===== config.mk =====
export PLATFORM = sky130hd
export DESIGN_NAME = phy_diag_register_bank
export DESIGN_NICKNAME = d
export VERILOG_FILES = /design/src/hdl/phy_diag_pkg.sv /design/src/hdl/diag_event_if.sv /design/src/hdl/event_latch.sv /design/src/hdl/selftest_counter.sv /design/src/hdl/phy_diag_register_bank.sv
export SDC_FILE = /design/constraint.sdc
export NUM_CORES = 1
export LEC_CHECK = 0
export ABC_AREA = 1
export BUFFER_PORTS_ARGS = -buffer_cell sky130_fd_sc_hd__buf_2
export CORE_ASPECT_RATIO = 2
export CORE_MARGIN = 3
export CORE_UTILIZATION = 53
export CTS_CLUSTER_DIAMETER = 40
export CTS_CLUSTER_SIZE = 8
export DETAILED_ROUTE_END_ITERATION = 10
export PLACE_DENSITY_LB_ADDON = 0.25
export SKIP_CTS_REPAIR_TIMING = 1
export SYNTH_ARGS = -nofsm -noshare
export SYNTH_HDL_FRONTEND = slang
export SYNTH_SLANG_ARGS = --single-unit

===== constraint.sdc =====
create_clock -name pclk -period 2.1 [get_ports pclk]
set_clock_uncertainty 0.2 [all_clocks]
set_input_delay 0.21 -clock pclk [delete_from_list [all_inputs] [get_ports pclk]]
set_output_delay 0.21 -clock pclk [all_outputs]
set_load 0.05 [all_outputs]

===== src/hdl/phy_diag_pkg.sv =====
/*
 * Constants for the diagnostic register bank: register offsets, field
 * positions, reset values and timing counts.
 * Assumes a 50 MHz pclk and APB with 32-bit data.
 */
package phy_diag_pkg;
    localparam int unsigned ADDR_W = 12;
    // Printed offsets are not all multiples of four: byte address = 4 * index
    localparam logic [9:0] IDX_INT_STATUS_THREE = 10'h018;
    localparam logic [9:0] IDX_SELFTEST_ONE     = 10'h01B;
    localparam logic [9:0] IDX_SELFTEST_TWO     = 10'h01C;
    localparam logic [9:0] IDX_CABLE_REFLECT    = 10'h01E;
    localparam logic [9:0] IDX_RESET_CONTROL    = 10'h01F;
    localparam logic [9:0] IDX_IRQ_STATUS       = 10'h040;
    localparam logic [9:0] IDX_IRQ_MASK         = 10'h041;
    localparam logic [9:0] IDX_DIAG_CONFIG      = 10'h042;

    // interrupt_status_three fields
    localparam int unsigned POR_PEND_BIT   = 12;
    localparam int unsigned NOFR_PEND_BIT  = 11;
    localparam int unsigned THIRD_PEND_BIT = 8;
    localparam int unsigned POR_EN_BIT     = 4;
    localparam int unsigned NOFR_EN_BIT    = 3;
    localparam int unsigned THIRD_EN_BIT   = 0;
    localparam logic [2:0]  EVT_EN_RESET   = 3'h4;   // {por, nofr, third}

    // Self-test fields
    localparam int unsigned ERR_LOCK_BIT  = 15;
    localparam logic [7:0]  IPG_RESET     = 8'h7D;
    localparam logic [10:0] PKT_LEN_RESET = 11'h5EE;
    localparam logic [7:0]  ERR_MAX       = 8'hFF;
    localparam logic [2:0]  IPG_UNIT      = 3'h4;

    // Reflectometry and reset control fields
    localparam int unsigned REFL_START_BIT = 15;
    localparam int unsigned REFL_DONE_BIT  = 1;
    localparam int unsigned REFL_FAIL_BIT  = 0;
    localparam int unsigned HW_RESET_BIT   = 15;
    localparam int unsigned SW_RESET_BIT   = 14;
    localparam int unsigned STANDBY_BIT    = 7;

    // Block interrupt status/mask bits and the diag config counter mode bit
    localparam int unsigned IRQ_N         = 4;
    localparam int unsigned IRQ_POR       = 0;
    localparam int unsigned IRQ_NOFR      = 1;
    localparam int unsigned IRQ_THIRD     = 2;
    localparam int unsigned IRQ_REFL_DONE = 3;
    localparam int unsigned ERR_MODE_BIT  = 0;

    // Reset pulse length driven to the transceiver core
    localparam int unsigned RESET_PULSE_NS   = 200;
    localparam int unsigned CLK_PERIOD_NS    = 20;
    localparam int unsigned RESET_PULSE_CYC  = (RESET_PULSE_NS + CLK_PERIOD_NS - 1) / CLK_PERIOD_NS;
    localparam int unsigned RESET_CNT_W      = 4;

    typedef enum logic [1:0] {
        REFL_IDLE = 2'b00,
        REFL_RUN  = 2'b01,
        REFL_END  = 2'b11
    } refl_state_t;
endpackage


===== src/hdl/diag_event_if.sv =====
/*
 * Carrier between the register bank and its event latch: raw event
 * levels in, pending flags out, read-clear strobe in.
 * Assumes all signals are on pclk.
 */
`timescale 1ns/1ps
interface diag_event_if;
    logic [2:0] raw;
    logic [2:0] pending;
    logic       read_clear;
    modport bank  (output raw, output read_clear, input pending);
    modport latch (input raw, input read_clear, output pending);
endinterface


===== src/hdl/event_latch.sv =====
/*
 * Latched-high pending flags for the three transceiver events.
 * Assumes event levels are already synchronised to pclk.
 */
`timescale 1ns/1ps
module event_latch (
    // Clock and reset
    input wire logic   pclk,
    input wire logic   presetn,
    // Events
    diag_event_if.latch ev
);
    import phy_diag_pkg::*;

    genvar i;
    generate
        for (i = 0; i < 3; i++) begin : g_flag
            logic pend_q;
            // Event held through the read keeps the flag set
            always_ff @(posedge pclk or negedge presetn) begin
                if (!presetn) begin
                    pend_q <= 1'b0;
                end else if (ev.raw[i]) begin
                    pend_q <= 1'b1;
                end else if (ev.read_clear) begin
                    pend_q <= 1'b0;
                end
            end
            assign ev.pending[i] = pend_q;
        end
    endgenerate
endmodule


===== src/hdl/selftest_counter.sv =====
/*
 * Errored-byte counter of the self-test checker with lock-and-clear.
 * Assumes err_byte is a one-cycle pulse on pclk from the checker.
 */
`timescale 1ns/1ps
module selftest_counter (
    // Clock and reset
    input  wire logic       pclk,
    input  wire logic       presetn,
    // Checker side
    input  wire logic       err_byte,
    input  wire logic       wrap_mode,
    // Register side
    input  wire logic       lock_clear,
    output logic      [7:0] locked_count
);
    import phy_diag_pkg::*;

    logic [7:0] run_q;
    logic [7:0] lock_q;

    // A byte error in the lock cycle counts towards the next interval
    always_ff @(posedge pclk or negedge presetn) begin
        if (!presetn) begin
            run_q <= 8'h00;
        end else if (lock_clear) begin
            run_q <= {7'h00, err_byte};
        end else if (err_byte && (wrap_mode || run_q != ERR_MAX)) begin
            run_q <= run_q + 8'h01;
        end
    end

    always_ff @(posedge pclk or negedge presetn) begin
        if (!presetn) begin
            lock_q <= 8'h00;
        end else if (lock_clear) begin
            lock_q <= run_q;
        end
    end

    assign locked_count = lock_q;
endmodule


===== src/hdl/phy_diag_register_bank.sv =====
/*
 * Diagnostic management registers of a single-pair Ethernet transceiver:
 * interrupt status three, self-test control, cable reflectometry and
 * reset control, reached as an APB slave.
 * Assumes event, checker and measurement inputs come from pclk logic
 * except the event levels, which are synchronised here.
 */
// Chosen here: the APB slave port.
`timescale 1ns/1ps
module phy_diag_register_bank (
    // APB
    input  wire logic                        pclk,
    input  wire logic                        presetn,
    input  wire logic                        psel,
    input  wire logic                        penable,
    input  wire logic                        pwrite,
    input  wire logic [phy_diag_pkg::ADDR_W-1:0] paddr,
    input  wire logic [31:0]                 pwdata,
    input  wire logic [3:0]                  pstrb,
    output logic      [31:0]                 prdata,
    output logic                             pready,
    output logic                             pslverr,
    // Event sources (asynchronous levels)
    input  wire logic                        por_done_evt,
    input  wire logic                        no_frame_evt,
    input  wire logic                        third_source_event,
    // Self-test checker and generator
    input  wire logic                        err_byte,
    output logic      [9:0]                  gap_bytes,
    output logic      [10:0]                 packet_bytes,
    // Reflectometry engine
    output logic                             refl_start,
    input  wire logic                        refl_done,
    input  wire logic                        refl_fail,
    // Transceiver control
    output logic                             core_reset,
    output logic                             core_restart,
    output logic                             standby,
    // Interrupts
    output logic                             phy_int,
    output logic                             irq
);
    import phy_diag_pkg::*;

    diag_event_if ev ();

    logic [2:0]       evt_s1_q;
    logic [2:0]       evt_s2_q;
    logic [2:0]       evt_en_q;
    logic [7:0]       ipg_q;
    logic [10:0]      pkt_len_q;
    logic             err_mode_q;
    logic             refl_done_q;
    logic             refl_fail_q;
    refl_state_t      refl_state_q;
    logic             standby_q;
    logic             hw_rst_q;
    logic             sw_rst_q;
    logic [RESET_CNT_W-1:0] rst_cnt_q;
    logic [IRQ_N-1:0] irq_stat_q;
    logic [IRQ_N-1:0] irq_mask_q;
    logic [31:0]      prdata_q;
    logic [2:0]       pend_prev_q;
    logic [7:0]       locked_count;

    logic             access;
    logic             wr;
    logic             rd;
    logic [9:0]       idx;
    logic             mapped;
    logic             lo_lane;
    logic             hi_lane;
    logic [15:0]      rdata16;
    logic [IRQ_N-1:0] irq_evt;

    assign access  = psel && penable;
    assign wr      = access && pwrite;
    assign rd      = access && !pwrite;
    assign idx     = paddr[ADDR_W-1:2];
    assign lo_lane = pstrb[0];
    assign hi_lane = pstrb[1];
    assign pready  = 1'b1;

    always_comb begin
        case (idx)
            IDX_INT_STATUS_THREE, IDX_SELFTEST_ONE, IDX_SELFTEST_TWO,
            IDX_CABLE_REFLECT, IDX_RESET_CONTROL,
            IDX_IRQ_STATUS, IDX_IRQ_MASK, IDX_DIAG_CONFIG: mapped = 1'b1;
            default:                                       mapped = 1'b0;
        endcase
    end

    // Unaligned or unmapped accesses error out and change nothing
    assign pslverr = access && (!mapped || paddr[1:0] != 2'b00);

    // Event level synchronisers
    always_ff @(posedge pclk or negedge presetn) begin
        if (!presetn) begin
            evt_s1_q <= 3'h0;
            evt_s2_q <= 3'h0;
        end else begin
            evt_s1_q <= {por_done_evt, no_frame_evt, third_source_event};
            evt_s2_q <= evt_s1_q;
        end
    end

    assign ev.raw        = evt_s2_q;
    assign ev.read_clear = rd && !pslverr && idx == IDX_INT_STATUS_THREE;

    event_latch u_latch (
        .pclk    (pclk),
        .presetn (presetn),
        .ev      (ev)
    );

    selftest_counter u_counter (
        .pclk         (pclk),
        .presetn      (presetn),
        .err_byte     (err_byte),
        .wrap_mode    (err_mode_q),
        .lock_clear   (wr && !pslverr && idx == IDX_SELFTEST_ONE && hi_lane && pwdata[ERR_LOCK_BIT]),
        .locked_count (locked_count)
    );

    // Interrupt enables
    always_ff @(posedge pclk or negedge presetn) begin
        if (!presetn) begin
            evt_en_q <= EVT_EN_RESET;
        end else if (wr && !pslverr && idx == IDX_INT_STATUS_THREE && lo_lane) begin
            evt_en_q <= {pwdata[POR_EN_BIT], pwdata[NOFR_EN_BIT], pwdata[THIRD_EN_BIT]};
        end
    end

    // Transceiver interrupt pin: pending flags gated by their enables
    assign phy_int = |(ev.pending & evt_en_q);

    // Self-test generator settings
    always_ff @(posedge pclk or negedge presetn) begin
        if (!presetn) begin
            ipg_q <= IPG_RESET;
        end else if (wr && !pslverr && idx == IDX_SELFTEST_ONE && lo_lane) begin
            ipg_q <= pwdata[7:0];
        end
    end

    always_ff @(posedge pclk or negedge presetn) begin
        if (!presetn) begin
            pkt_len_q <= PKT_LEN_RESET;
        end else if (wr && !pslverr && idx == IDX_SELFTEST_TWO) begin
            if (lo_lane) begin
                pkt_len_q[7:0] <= pwdata[7:0];
            end
            if (hi_lane) begin
                pkt_len_q[10:8] <= pwdata[10:8];
            end
        end
    end

    assign gap_bytes    = {ipg_q, 2'b00};
    assign packet_bytes = pkt_len_q;

    // Counter mode lives here because its home register is outside this bank
    always_ff @(posedge pclk or negedge presetn) begin
        if (!presetn) begin
            err_mode_q <= 1'b0;
        end else if (wr && !pslverr && idx == IDX_DIAG_CONFIG && lo_lane) begin
            err_mode_q <= pwdata[ERR_MODE_BIT];
        end
    end

    // Reflectometry: start runs until the engine reports done
    always_ff @(posedge pclk or negedge presetn) begin
        if (!presetn) begin
            refl_state_q <= REFL_IDLE;
        end else begin
            case (refl_state_q)
                REFL_IDLE: begin
                    if (wr && !pslverr && idx == IDX_CABLE_REFLECT && hi_lane && pwdata[REFL_START_BIT]) begin
                        refl_state_q <= REFL_RUN;
                    end
                end
                REFL_RUN: begin
                    if (refl_done) begin
                        refl_state_q <= REFL_END;
                    end
                end
                REFL_END: refl_state_q <= REFL_IDLE;
                default:  refl_state_q <= REFL_IDLE;
            endcase
        end
    end

    assign refl_start = refl_state_q == REFL_RUN;

    always_ff @(posedge pclk or negedge presetn) begin
        if (!presetn) begin
            refl_done_q <= 1'b0;
            refl_fail_q <= 1'b0;
        end else if (refl_state_q == REFL_IDLE && wr && !pslverr && idx == IDX_CABLE_REFLECT
                     && hi_lane && pwdata[REFL_START_BIT]) begin
            refl_done_q <= 1'b0;
            refl_fail_q <= 1'b0;
        end else if (refl_state_q == REFL_RUN && refl_done) begin
            refl_done_q <= 1'b1;
            refl_fail_q <= refl_fail;
        end
    end

    // Reset control: both reset bits self-clear after a fixed pulse
    always_ff @(posedge pclk or negedge presetn) begin
        if (!presetn) begin
            hw_rst_q  <= 1'b0;
            sw_rst_q  <= 1'b0;
            rst_cnt_q <= '0;
        end else if (hw_rst_q || sw_rst_q) begin
            if (rst_cnt_q == RESET_CNT_W'(RESET_PULSE_CYC - 1)) begin
                hw_rst_q  <= 1'b0;
                sw_rst_q  <= 1'b0;
                rst_cnt_q <= '0;
            end else begin
                rst_cnt_q <= rst_cnt_q + 1'b1;
            end
        end else if (wr && !pslverr && idx == IDX_RESET_CONTROL && hi_lane) begin
            hw_rst_q <= pwdata[HW_RESET_BIT];
            sw_rst_q <= pwdata[SW_RESET_BIT];
        end
    end

    // Standby is cleared by the full reset, kept by the restart
    always_ff @(posedge pclk or negedge presetn) begin
        if (!presetn) begin
            standby_q <= 1'b0;
        end else if (hw_rst_q) begin
            standby_q <= 1'b0;
        end else if (wr && !pslverr && idx == IDX_RESET_CONTROL && lo_lane) begin
            standby_q <= pwdata[STANDBY_BIT];
        end
    end

    // The transceiver core sees the same reset as from its reset pin
    assign core_reset   = hw_rst_q;
    assign core_restart = sw_rst_q;
    assign standby      = standby_q;

    // Block interrupts: rising pending flags and measurement completion
    always_ff @(posedge pclk or negedge presetn) begin
        if (!presetn) begin
            pend_prev_q <= 3'h0;
        end else begin
            pend_prev_q <= ev.pending;
        end
    end

    assign irq_evt[IRQ_POR]       = ev.pending[2] && !pend_prev_q[2];
    assign irq_evt[IRQ_NOFR]      = ev.pending[1] && !pend_prev_q[1];
    assign irq_evt[IRQ_THIRD]     = ev.pending[0] && !pend_prev_q[0];
    assign irq_evt[IRQ_REFL_DONE] = refl_state_q == REFL_RUN && refl_done;

    // New event wins over a write-one-to-clear in the same cycle
    always_ff @(posedge pclk or negedge presetn) begin
        if (!presetn) begin
            irq_stat_q <= '0;
        end else if (wr && !pslverr && idx == IDX_IRQ_STATUS && lo_lane) begin
            irq_stat_q <= (irq_stat_q & ~pwdata[IRQ_N-1:0]) | irq_evt;
        end else begin
            irq_stat_q <= irq_stat_q | irq_evt;
        end
    end

    always_ff @(posedge pclk or negedge presetn) begin
        if (!presetn) begin
            irq_mask_q <= '0;
        end else if (wr && !pslverr && idx == IDX_IRQ_MASK && lo_lane) begin
            irq_mask_q <= pwdata[IRQ_N-1:0];
        end
    end

    assign irq = |(irq_stat_q & irq_mask_q);

    // Read mux
    always_comb begin
        rdata16 = 16'h0000;
        case (idx)
            IDX_INT_STATUS_THREE: begin
                rdata16[POR_PEND_BIT]   = ev.pending[2];
                rdata16[NOFR_PEND_BIT]  = ev.pending[1];
                rdata16[THIRD_PEND_BIT] = ev.pending[0];
                rdata16[POR_EN_BIT]     = evt_en_q[2];
                rdata16[NOFR_EN_BIT]    = evt_en_q[1];
                rdata16[THIRD_EN_BIT]   = evt_en_q[0];
            end
            IDX_SELFTEST_ONE:  rdata16 = {locked_count, ipg_q};
            IDX_SELFTEST_TWO:  rdata16 = {5'h00, pkt_len_q};
            IDX_CABLE_REFLECT: begin
                rdata16[REFL_START_BIT] = refl_state_q != REFL_IDLE;
                rdata16[REFL_DONE_BIT]  = refl_done_q;
                rdata16[REFL_FAIL_BIT]  = refl_fail_q;
            end
            IDX_RESET_CONTROL: begin
                rdata16[HW_RESET_BIT] = hw_rst_q;
                rdata16[SW_RESET_BIT] = sw_rst_q;
                rdata16[STANDBY_BIT]  = standby_q;
            end
            IDX_IRQ_STATUS:  rdata16 = {12'h000, irq_stat_q};
            IDX_IRQ_MASK:    rdata16 = {12'h000, irq_mask_q};
            IDX_DIAG_CONFIG: rdata16 = {15'h0000, err_mode_q};
            default:         rdata16 = 16'h0000;
        endcase
    end

    // Read data registered in the setup cycle so it is stable in access
    always_ff @(posedge pclk or negedge presetn) begin
        if (!presetn) begin
            prdata_q <= 32'h0000_0000;
        end else if (psel && !penable && !pwrite) begin
            prdata_q <= {16'h0000, rdata16};
        end
    end

    assign prdata = prdata_q;
endmodule


==> results of run 1 <==
-- worst max-delay path, cell delays in order --
cell and delay (ns):
buf_2 0.12, nor2_1 0.17, inv_1 0.09, nor2_2 0.16
nand3_1 0.18, nand3_1 0.14, nor2_2 0.06, nor2_4 0.17
buf_12 0.13, nor2_1 0.03, clkbuf_4 0.21
-- area by class of cell --
class | count | area, um^2
clock buffer | 11 | 242.7
clock inverter | 5 | 81.33
fill | 653 | 2278
inverter | 79 | 296.5
multi-input combinational | 360 | 1779
sequential | 86 | 2171
timing repair buffer | 141 | 973.4
tap | 96 | 120.1
-- power breakdown --
part | internal [uW] | total [uW] | switching (uW)
clock network | 1080 | 1730 | 655
registers | 1760 | 1840 | 82.0
logic | 237 | 645 | 408
total | 3070 | 4220 | 1140
-- placed cells by master, fill, tap and decap left out, types with 6 or more instances in the layout --
cell,n
nor3_1,6
o21ai_0,25
nor2_1,53
dfrtp_1,71
nand4_1,11
inv_1,75
buf_2,77
conb_1,19
nand2_1,124
o22ai_1,8
dfstp_2,15
a21oi_1,21
clkbuf_16,9
buf_4,40
dlygate4sd3_1,18
nor2_2,7
nand3_1,44
-- per-stage QoR --
step	power, uW	cells	instance area [um^2]	setup TNS, ns
after floorplan	2241	552	4417	0
after global placement	2407	740	5100	-0.003946
after detailed placement	2429	740	5100	-0.1655
after CTS	4149	756	5424	-0.03220
after global routing	4382	778	5664	-0.05560
final	4216	778	5664	0
-- how the worst max path moves through the flow --
stage / end / cells past startpoint / start / slack (ns)
after floorplan: pslverr / 8 / paddr[9] / 0.10
after global placement: ipg_q[1] / 13 / paddr[4] / -0.004
after detailed placement: ipg_q[6] / 10 / paddr[9] / -0.02
after CTS: u_counter.run_q[3] / 11 / u_counter.run_q[0] / -0.03
after global routing: pslverr / 11 / paddr[4] / -0.03
final: pslverr / 11 / paddr[4] / 0.03
-- cell families (layout without fill, tap and decap cells) --
family	Yosys count	after routing	synth area share
other	2	19	0.001725
and+or+nand+nor	268	268	0.2860
AOI/OAI and AO/OA	70	70	0.09198
adders and majority gates	1	1	0.002874
xor gates and xnor gates	2	2	0.004025
buffers and inverters	106	236	0.1147
DFF	86	86	0.4987
-- registers in the layout, indices dropped and copies added, names as in the netlist, 2 cells and up --
signal and cells:
evt_en_q 3, u_latch.g_flag.pend_q 3, ipg_q 8, u_counter.locked_count 8, packet_bytes 11, irq_mask_q 4, evt_s1_q 3, irq_stat_q 4
prdata 16, u_counter.run_q 8, pend_prev_q 3, ev.raw 3, refl_state_q 2, rst_cnt_q 4
-- routing by layer --
metal  wire length (um)  vias up
met3                491       39
met5                  0        -
met4                718        0
met2               6970      124
li1                   -     1965
met1               4544     1940
==> qor.csv, run 1 <==
metric;value;unit
outcome;finished clean;
most common library cells after synthesis;125 x nand2_1, 75 x inv_1, 71 x dfrtp_1;
Max clock buf depth;2;
Root Driver;clkbuf_16;
# IOs;120;
FF+latch count, synth;86;
all-layer global routing usage;0.2715;
CP endpoint kind;output port;
CTS Buf Count;9;
initial antenna violation count;0;
Die Height;134.2;um
number of global-route vias before repair;3942;
Top FF cell, synth;dfrtp_1;
Critical Path RT;1.69;ns
Synthesis Warnings;0;
Initial Util;0.5480;
syn avg cell area;8.136;um^2
EDFF count, synth;0;
final core utilization;0.7131;
min Tclk post-route;2.075;ns
total number of vias;4068;
clock sink count;86;
wire length per cell;16.35;um
met3 GRT Util;0.04726;
slew margin rel.;0.6670;
crit path DAT;1.66;ns
Max-Cap Viols;0;
Antenna Nets Post-Route;0;
Slew @ Worst Pin;0.4989;ns
layout cells sized above 1;0.2698;
GPL Wtd Cong;0.9561;
min-delay worst type;input port to flop;
maximum vdd drop;0.6216;mV
core area;7943;um^2
Max Fclk;482.0;MHz
Fin. Hold Viols;0;
hold path endpoint;u_counter.run_q[0];
H-tree depth;3;
mapped cell area;4353;um^2
drt via density;5.229;
IO Port Bufs;79;
Async SR Flop Fraction;1.000;
DIE WIDTH;70.08;um
Worst-Skew Late Latency;0.33;ns
number of nets in the layout;737;
FF-to-FF End;u_counter.run_q[3];
Routed WL;12720;um
Leak;0.003079;uW
Die Footprint;9402;um^2
largest net degree at the start of global routing;36;
largest cells by area after synthesis;dfrtp_1 41%, nand2_1 11%, dfstp_2 9.1%, inv_1 6.5%, nand3_1 5.3%;
clock-pin slew on the worst setup and hold paths;0.06;ns
count leader, synth;nand2_1;
Pins Over Slew Limit;0;
crit start category;input port;
pwr dens;744.3;nW/um^2
drt initial violations;193;
Tcrit/Tclk final;0.9880;
Synth top area share;0.4082;
first-pass GRT wire length;19540;um
cell count after synthesis;535;
layer with the highest usage;met2;
DP Worst Slack;-0.02377;ns
sequential share of the synthesized area;0.4987;
dpl hpwl;9695;um
setup slack, reg-to-reg;0.08;ns
R2R Path Start;u_counter.run_q[0];
met1 Track Usage GR;0.2827;
Synth area leader;dfrtp_1;
row count;46;
DRC Markers;0;
worst setup margin;0.02516;ns
gr ovfl total;0;
reg2reg path depth;11;
Critical Path Fanout Max;5;
min-delay src;err_byte;
final setup vio count;0;
Ant. Diodes;0;
WS Path Type;input port to output port;
Area Growth Syn to Fin;30.12;%
worst hold slack;0.004025;ns
CTS tree;built;
Pre-antenna DRT Iters;4;
met2 Use GR;0.5011;
Distinct cells, synth;37;
worst hold stages;3;
(Power assumes the default switching activity.)
==> run 2: changes to the inputs <==
--- a/config.mk
+++ b/config.mk
@@ -8,7 +8,7 @@
 export ABC_AREA = 1
 export BUFFER_PORTS_ARGS = -buffer_cell sky130_fd_sc_hd__buf_2
 export CORE_ASPECT_RATIO = 2
-export CORE_MARGIN = 3
+export CORE_MARGIN = 8
 export CORE_UTILIZATION = 53
 export CTS_CLUSTER_DIAMETER = 40
 export CTS_CLUSTER_SIZE = 8
==> run 2 against run 1 <==
Effect of this change: the flow now finishes with violations (negative hold slack); final cell count is 1.0% lower; clock power is 9% lower; sequential share of layout area is 1.1 points higher; die area is 23% higher; final area is 2.8% lower; largest cell class unchanged.
==> qor.csv, run 2 (same netlist as run 1, synthesis figures left out) <==
metric;value;unit;change
gr ovfl total;0;;unchanged
Die Footprint;11540;um^2;+23%
worst hold slack;-0.01119;ns;-0.01522 ns
Root Driver;clkbuf_16;;
clock-pin slew on the worst setup and hold paths;0.06;ns;about the same
Max clock buf depth;2;;unchanged
Ant. Diodes;0;;unchanged
Die Height;144.2;um;+7.5%
critical path depth;11;;unchanged
worst hold stages;5;;+2
Max Used Layer;met4;;
slew margin rel.;0.6580;;-0.009005
Worst-Skew Late Latency;0.34;ns;about the same
largest net degree at the start of global routing;41;;+14%
DP Worst Slack;-0.03442;ns;-0.01065 ns
Critical Path RT;2.13;ns;+0.44 ns
row count;47;;+2.2%
Reg area;2171;um^2;unchanged
CTS tree;built;;
cell mode on critical path;nand2_1;;
Max-Cap Viols;0;;unchanged
# IOs;120;;unchanged
outcome;complete, but fails checks;;
delay-heaviest family, CP;simple AND/OR/NAND/NOR gates;;
number of nets in the layout;727;;-1.4%
Pre-antenna DRT Iters;5;;+1
metal2 WL;5711;um;-18%
DRC Markers;0;;unchanged
Antenna Nets Post-Route;0;;unchanged
CTS Buf Count;9;;unchanged
Buf+Inv Stages, Crit Path;1;;-3
RSZ-0062 raised after global routing;false;;
number of global-route vias before repair;3835;;-2.7%
M1 WL;4780;um;+5.2%
core area;8115;um^2;+2.2%
CP peak stage delay;0.39;ns;+0.18 ns
Routed WL;11560;um;-9.2%
worst setup margin;0.1202;ns;+0.09504 ns
critical path cell sequence;ha_1 -> nand2_1 -> nor2_2 -> nand2_1 -> nor2_2 -> nand3_1 -> nand2_1 -> nor2_1 -> or2_2 -> nand3_1 -> inv_1;;
layout cells sized above 1;0.2515;;-0.01831
crit start category;flop;;
Area Growth Syn to Fin;26.53;%;
multi-input combinational cell area;1757;um^2;-1.3%
drt initial violations;262;;+36%
dpl hpwl;8681;um;-10%
Initial Util;0.5364;;-0.01166
WS Path Type;flop to flop;;
Crit-path slowest cell;dfrtp_1;;
H-tree depth;3;;unchanged
drt via density;5.100;;-2.5%
crit path DAT;2.01;ns;+0.35 ns
setup TNS;0;ns;unchanged
DIE WIDTH;80.08;um;+14%
commonest cells after routing, fill and taps aside;125 x nand2_1, 78 x buf_2, 75 x inv_1;;
first-pass GRT wire length;18560;um;-5.0%
maximum vdd drop;0.6554;mV;+5.4%
Fin. Hold Viols;1;;+1
IO Port Bufs;79;;unchanged
FILL cells;707;;+8.3%
GPL Wtd Cong;0.9566;;about the same
wire length per cell;15.01;um;-8.2%
clock sink count;86;;unchanged
Critical Path Fanout Max;4;;-1
pwr dens;730.8;nW/um^2;-1.8%
min-delay worst type;input port to flop;;
min Tclk post-route;1.980;ns;-0.09504 ns
Max Fclk;505.1;MHz;+4.8%
Pins Over Slew Limit;0;;unchanged
final core utilization;0.6787;;-0.03445
final setup vio count;0;;unchanged
total number of vias;3927;;-3.5%
met3 WL;692;um;+41%
Leak;0.003009;uW;-2.3%
all-layer global routing usage;0.2059;;-0.06557
number of flip-flops in the largest register;16;;unchanged
initial antenna violation count;0;;unchanged
total design power;4025;uW;-4.5%
Tcrit/Tclk final;0.9428;;-0.04526
CP endpoint kind;flop;;
commonest non-fill, non-tap cell in the layout;nand2_1;;
failing checks;negative hold slack;;
Slew @ Worst Pin;0.5124;ns;+0.01349 ns
reg2reg path depth;11;;unchanged
==> run 2: changes by cell type in the layout (fill, tap and decap cells not counted), sizes merged <==
| cell | previous run | this run |
|---|---|---|
| dlygate4sd3 | 18 | 19 |
| bufinv | 2 | 1 |
| clkbuf | 12 | 10 |
| clkinv | 2 | 5 |
| buf | 122 | 112 |
| inv | 79 | 78 |
==> run 2: per-layer routing <==
metal  global-route usage  up-vias
met4              0.09459        0
met2               0.3310      138
met3              0.04483       24
li1                     -     1941
met1               0.2543     1824
met5                    0        -
==> run 2: worst paths after layout <==
| path | start | end | slack (ns) |
|---|---|---|---|
| max | u_counter.run_q[1] | u_counter.run_q[3] | 0.12 |
| min | refl_fail | refl_fail_q | -0.01 |
| min reg2reg | evt_s1_q[2] | ev.raw[2] | 0.16 |
| min in group asynchronous | presetn | irq_mask_q[3] | 0.19 |
| max in group asynchronous | presetn | packet_bytes[8] | 0.86 |
| max reg2reg | u_counter.run_q[1] | u_counter.run_q[3] | 0.12 |
==> run 2: area by class of cell <==
cell class              count  area share
repair buffers            131      0.1563
flip-flops and latches     86      0.3941
multi-input cells         360      0.3189
well taps                  98     0.02226
inverters                  79     0.05384
clock buffers              10     0.04339
clock inverters             6     0.01113
==> run 2: through the flow <==
stage          std cells  hold slack (ns)  cell area, um^2
6_report             770         -0.01119             5508
5_1_grt              770          0.05191             5508
4_1_cts              747          -0.3545             5283
3_5_place_dp         731         0.009488             4982
3_3_place_gp         731       -0.0006790             4982
2_1_floorplan        552          -0.2856             4417
==> run 2: tightest hold or removal path, delay by kind of cell <==
family / cells / cell delay (ns)
and+or+nand+nor: 2 / 0.10
AOI/OAI and AO/OA: 1 / 0.06
buffers and inverters: 2 / 0.12
==> run 2: power by group <==
part	internal (uW)	switching [uW]	leakage, uW
clock	948	620	0.000148
combinational	223	396	0.00187
sequential	1760	80.9	0.000987
total	2930	1100	0.00301
==> run 3: changes to the inputs <==
--- a/config.mk
+++ b/config.mk
@@ -5,16 +5,18 @@
 export SDC_FILE = /design/constraint.sdc
 export NUM_CORES = 1
 export LEC_CHECK = 0
-export ABC_AREA = 1
+export ABC_AREA = 0
 export BUFFER_PORTS_ARGS = -buffer_cell sky130_fd_sc_hd__buf_2
+export CAP_MARGIN = 40
 export CORE_ASPECT_RATIO = 2
 export CORE_MARGIN = 8
-export CORE_UTILIZATION = 53
+export CORE_UTILIZATION = 52
 export CTS_CLUSTER_DIAMETER = 40
 export CTS_CLUSTER_SIZE = 8
 export DETAILED_ROUTE_END_ITERATION = 10
 export PLACE_DENSITY_LB_ADDON = 0.25
 export SKIP_CTS_REPAIR_TIMING = 1
+export SKIP_LAST_GASP = 1
 export SYNTH_ARGS = -nofsm -noshare
 export SYNTH_HDL_FRONTEND = slang
 export SYNTH_SLANG_ARGS = --single-unit
==> run 3 against run 2 <==
Effect of this change: the run now ends clean; clock-buffer cell count increased by 1; sequential cell count stayed put; combinational power up 15%; highest routed layer unchanged.
==> qor.csv, run 3 <==
metric;value;unit;change
outcome;finished clean;;
count leader, synth;dfrtp_1;;
layer with the highest usage;met2;;
Max Fclk;488.9;MHz;-3.2%
met2 Use GR;0.3762;;+0.04516
CP endpoint kind;output port;;
drt via density;5.663;;+11%
crit start category;input port;;
WS Path Type;input port to output port;;
CTS Buf Count;9;;unchanged
clock-pin slew on the worst setup and hold paths;0.06;ns;about the same
slew margin rel.;0.6444;;-0.01362
clock sink count;86;;unchanged
Fin. Hold Viols;0;;-1
final setup vio count;0;;unchanged
Initial Util;0.5342;;-0.002230
min Tclk post-route;2.045;ns;+0.06568 ns
placed insts;547;;-25%
Critical Path RT;1.69;ns;-0.44 ns
Ant. Diodes;0;;unchanged
worst hold stages;2;;-3
largest net degree at the start of global routing;50;;+22%
Synth top area share;0.4376;;+0.02943
gr ovfl total;0;;unchanged
dpl hpwl;8606;um;-0.86%
FF-to-FF End;u_counter.run_q[0];;
R2R Path Start;u_counter.run_q[0];;
Pre-antenna DRT Iters;5;;unchanged
row count;45;;-4.3%
number of global-route vias before repair;3417;;-11%
initial antenna violation count;0;;unchanged
Die Height;141.0;um;-2.2%
total number of vias;3262;;-17%
mapped cell area;4060;um^2;-6.7%
# IOs;120;;unchanged
met1 Track Usage GR;0.2035;;-0.05086
RSZ-0062 raised after global routing;false;;
Max clock buf depth;2;;unchanged
H-tree depth;3;;unchanged
Pins Over Slew Limit;0;;unchanged
FF+latch count, synth;86;;unchanged
final core utilization;0.6792;;about the same
pwr dens;830.1;nW/um^2;+14%
IO Port Bufs;79;;unchanged
reg2reg path depth;5;;-6
Root Driver;clkbuf_16;;
Slew @ Worst Pin;0.5278;ns;+0.01542 ns
crit path DAT;1.64;ns;-0.37 ns
drt initial violations;210;;-20%
layout cells sized above 1;0.3921;;+0.1406
core area;7601;um^2;-6.3%
Critical Path Fanout Max;7;;+3
Finished Layout Cells;576;;-25%
Routed WL;11190;um;-3.2%
min-delay src;pwdata[0];;
Synth area leader;dfrtp_1;;
Die Footprint;11060;um^2;-4.2%
CTS tree;built;;
commonest cells after routing, fill and taps aside;77 x buf_2, 71 x dfrtp_1, 37 x mux2_2;;
GPL Wtd Cong;0.9151;;-4.3%
DIE WIDTH;78.48;um;-2.0%
number of flip-flops in the largest register;16;;unchanged
sequential share of the synthesized area;0.5347;;+0.03596
most common library cells after synthesis;71 x dfrtp_1, 37 x mux2_2, 30 x nor2_1;;
Top FF cell, synth;dfrtp_1;;
maximum vdd drop;0.8263;mV;+26%
commonest non-fill, non-tap cell in the layout;buf_2;;
worst setup margin;0.05452;ns;-0.06568 ns
min-delay worst type;input port to flop;;
syn avg cell area;11.28;um^2;+39%
dpl cell area;4700;um^2;-5.7%
first-pass GRT wire length;17660;um;-4.8%
met3 GRT Util;0.04968;;+0.004850
DP Worst Slack;-0.1227;ns;-0.08833 ns
design area;5162;um^2;-6.3%
largest cells by area after synthesis;dfrtp_1 44%, mux2_2 10%, dfstp_2 9.7%, buf_4 3.7%, a22oi_1 2.8%;;
Tcrit/Tclk final;0.9740;;+0.03128
Distinct cells, synth;55;;+49%
Antenna Nets Post-Route;0;;unchanged
Area Growth Syn to Fin;27.15;%;
EDFF count, synth;0;;unchanged
Worst-Skew Late Latency;0.34;ns;about the same
Async SR Flop Fraction;1.000;;unchanged
Leak;0.002423;uW;-19%
FILL cells;605;;-14%
hold path endpoint;irq_mask_q[0];;
Synthesis Warnings;0;;unchanged
wire length per cell;19.42;um;+29%
DRC Markers;0;;unchanged
number of nets in the layout;537;;-26%
all-layer global routing usage;0.2075;;+0.001566
Max-Cap Viols;0;;unchanged
cell count after synthesis;360;;-33%
setup slack, reg-to-reg;0.13;ns;about the same
==> run 3: changes by cell type in the layout (fill, tap and decap cells not counted), moves of 6 or more <==
cell	change
a22oi_1	+15
nor2_1	-24
nand2_1	-112
dlygate4sd3_1	-6
inv_1	-63
nor2b_1	+7
o21ai_0	-13
nand3_1	-35
nand4_1	-6
o22ai_1	-7
mux2_2	+37
==> run 3: how the worst max path moves through the flow <==
stage,start,endpoint,slack [ns],cells past startpoint
after floorplan,paddr[7],packet_bytes[0],0.007,5
after global routing,u_counter.run_q[0],u_counter.run_q[0],0.01,5
final,paddr[7],pslverr,0.05,7
after CTS,paddr[7],pslverr,-0.007,7
after global placement,paddr[7],irq_stat_q[1],-0.11,5
after detailed placement,paddr[7],prdata[1],-0.12,8
==> run 3: layout make-up <==
type	instances	area, um^2	share of cell area
sequential	86	2171	0.4205
multi-input combinational	247	1718	0.3328
timing repair buffer	121	785.8	0.1522
clock buffer	11	242.7	0.04702
tap	94	117.6	0.02278
clock inverter	5	82.58	0.01600
inverter	12	45.04	0.008725
==> run 3: report_power, final <==
| group | internal, uW | switching (uW) | total [uW] |
|---|---|---|---|
| sequential | 1770 | 105 | 1870 |
| combinational | 235 | 478 | 712 |
| clock | 1070 | 626 | 1700 |
==> run 3: routing by layer <==
layer  share of wire  wire length, um  vias up
met1            0.35             3860     1592
met3           0.067              747       23
met4           0.039              436        0
met2            0.55             6142      134
li1                -                -     1513
met5               0                0        -
==> run 3: kinds of logic after synthesis <==
logic type	Yosys count	share of synthesized area
simple gates	108	0.1525
flops	86	0.5347
xor+xnor	7	0.01510
compound gates	70	0.1159
fa+ha+maj	1	0.003081
mux	42	0.1149
other cells	2	0.001850
buf+inv	44	0.06194
==> run 3: per-stage QoR <==
stage	setup TNS (ns)	hold slack, ns	total power (uW)
after floorplan	0	-0.2856	2351
after global placement	-1.410	0.001426	2571
after detailed placement	-1.632	0.01048	2590
after CTS	-0.006898	-0.3511	4295
after global routing	0	0.007288	4442
final	0	0.009971	4285
==> run 3: critical path: stages <==
cell and delay (ns):
buf_2 0.10, or4_4 0.54, buf_4 0.18, nor3_2 0.10
o21ai_0 0.10, and3_1 0.21, buf_4 0.20
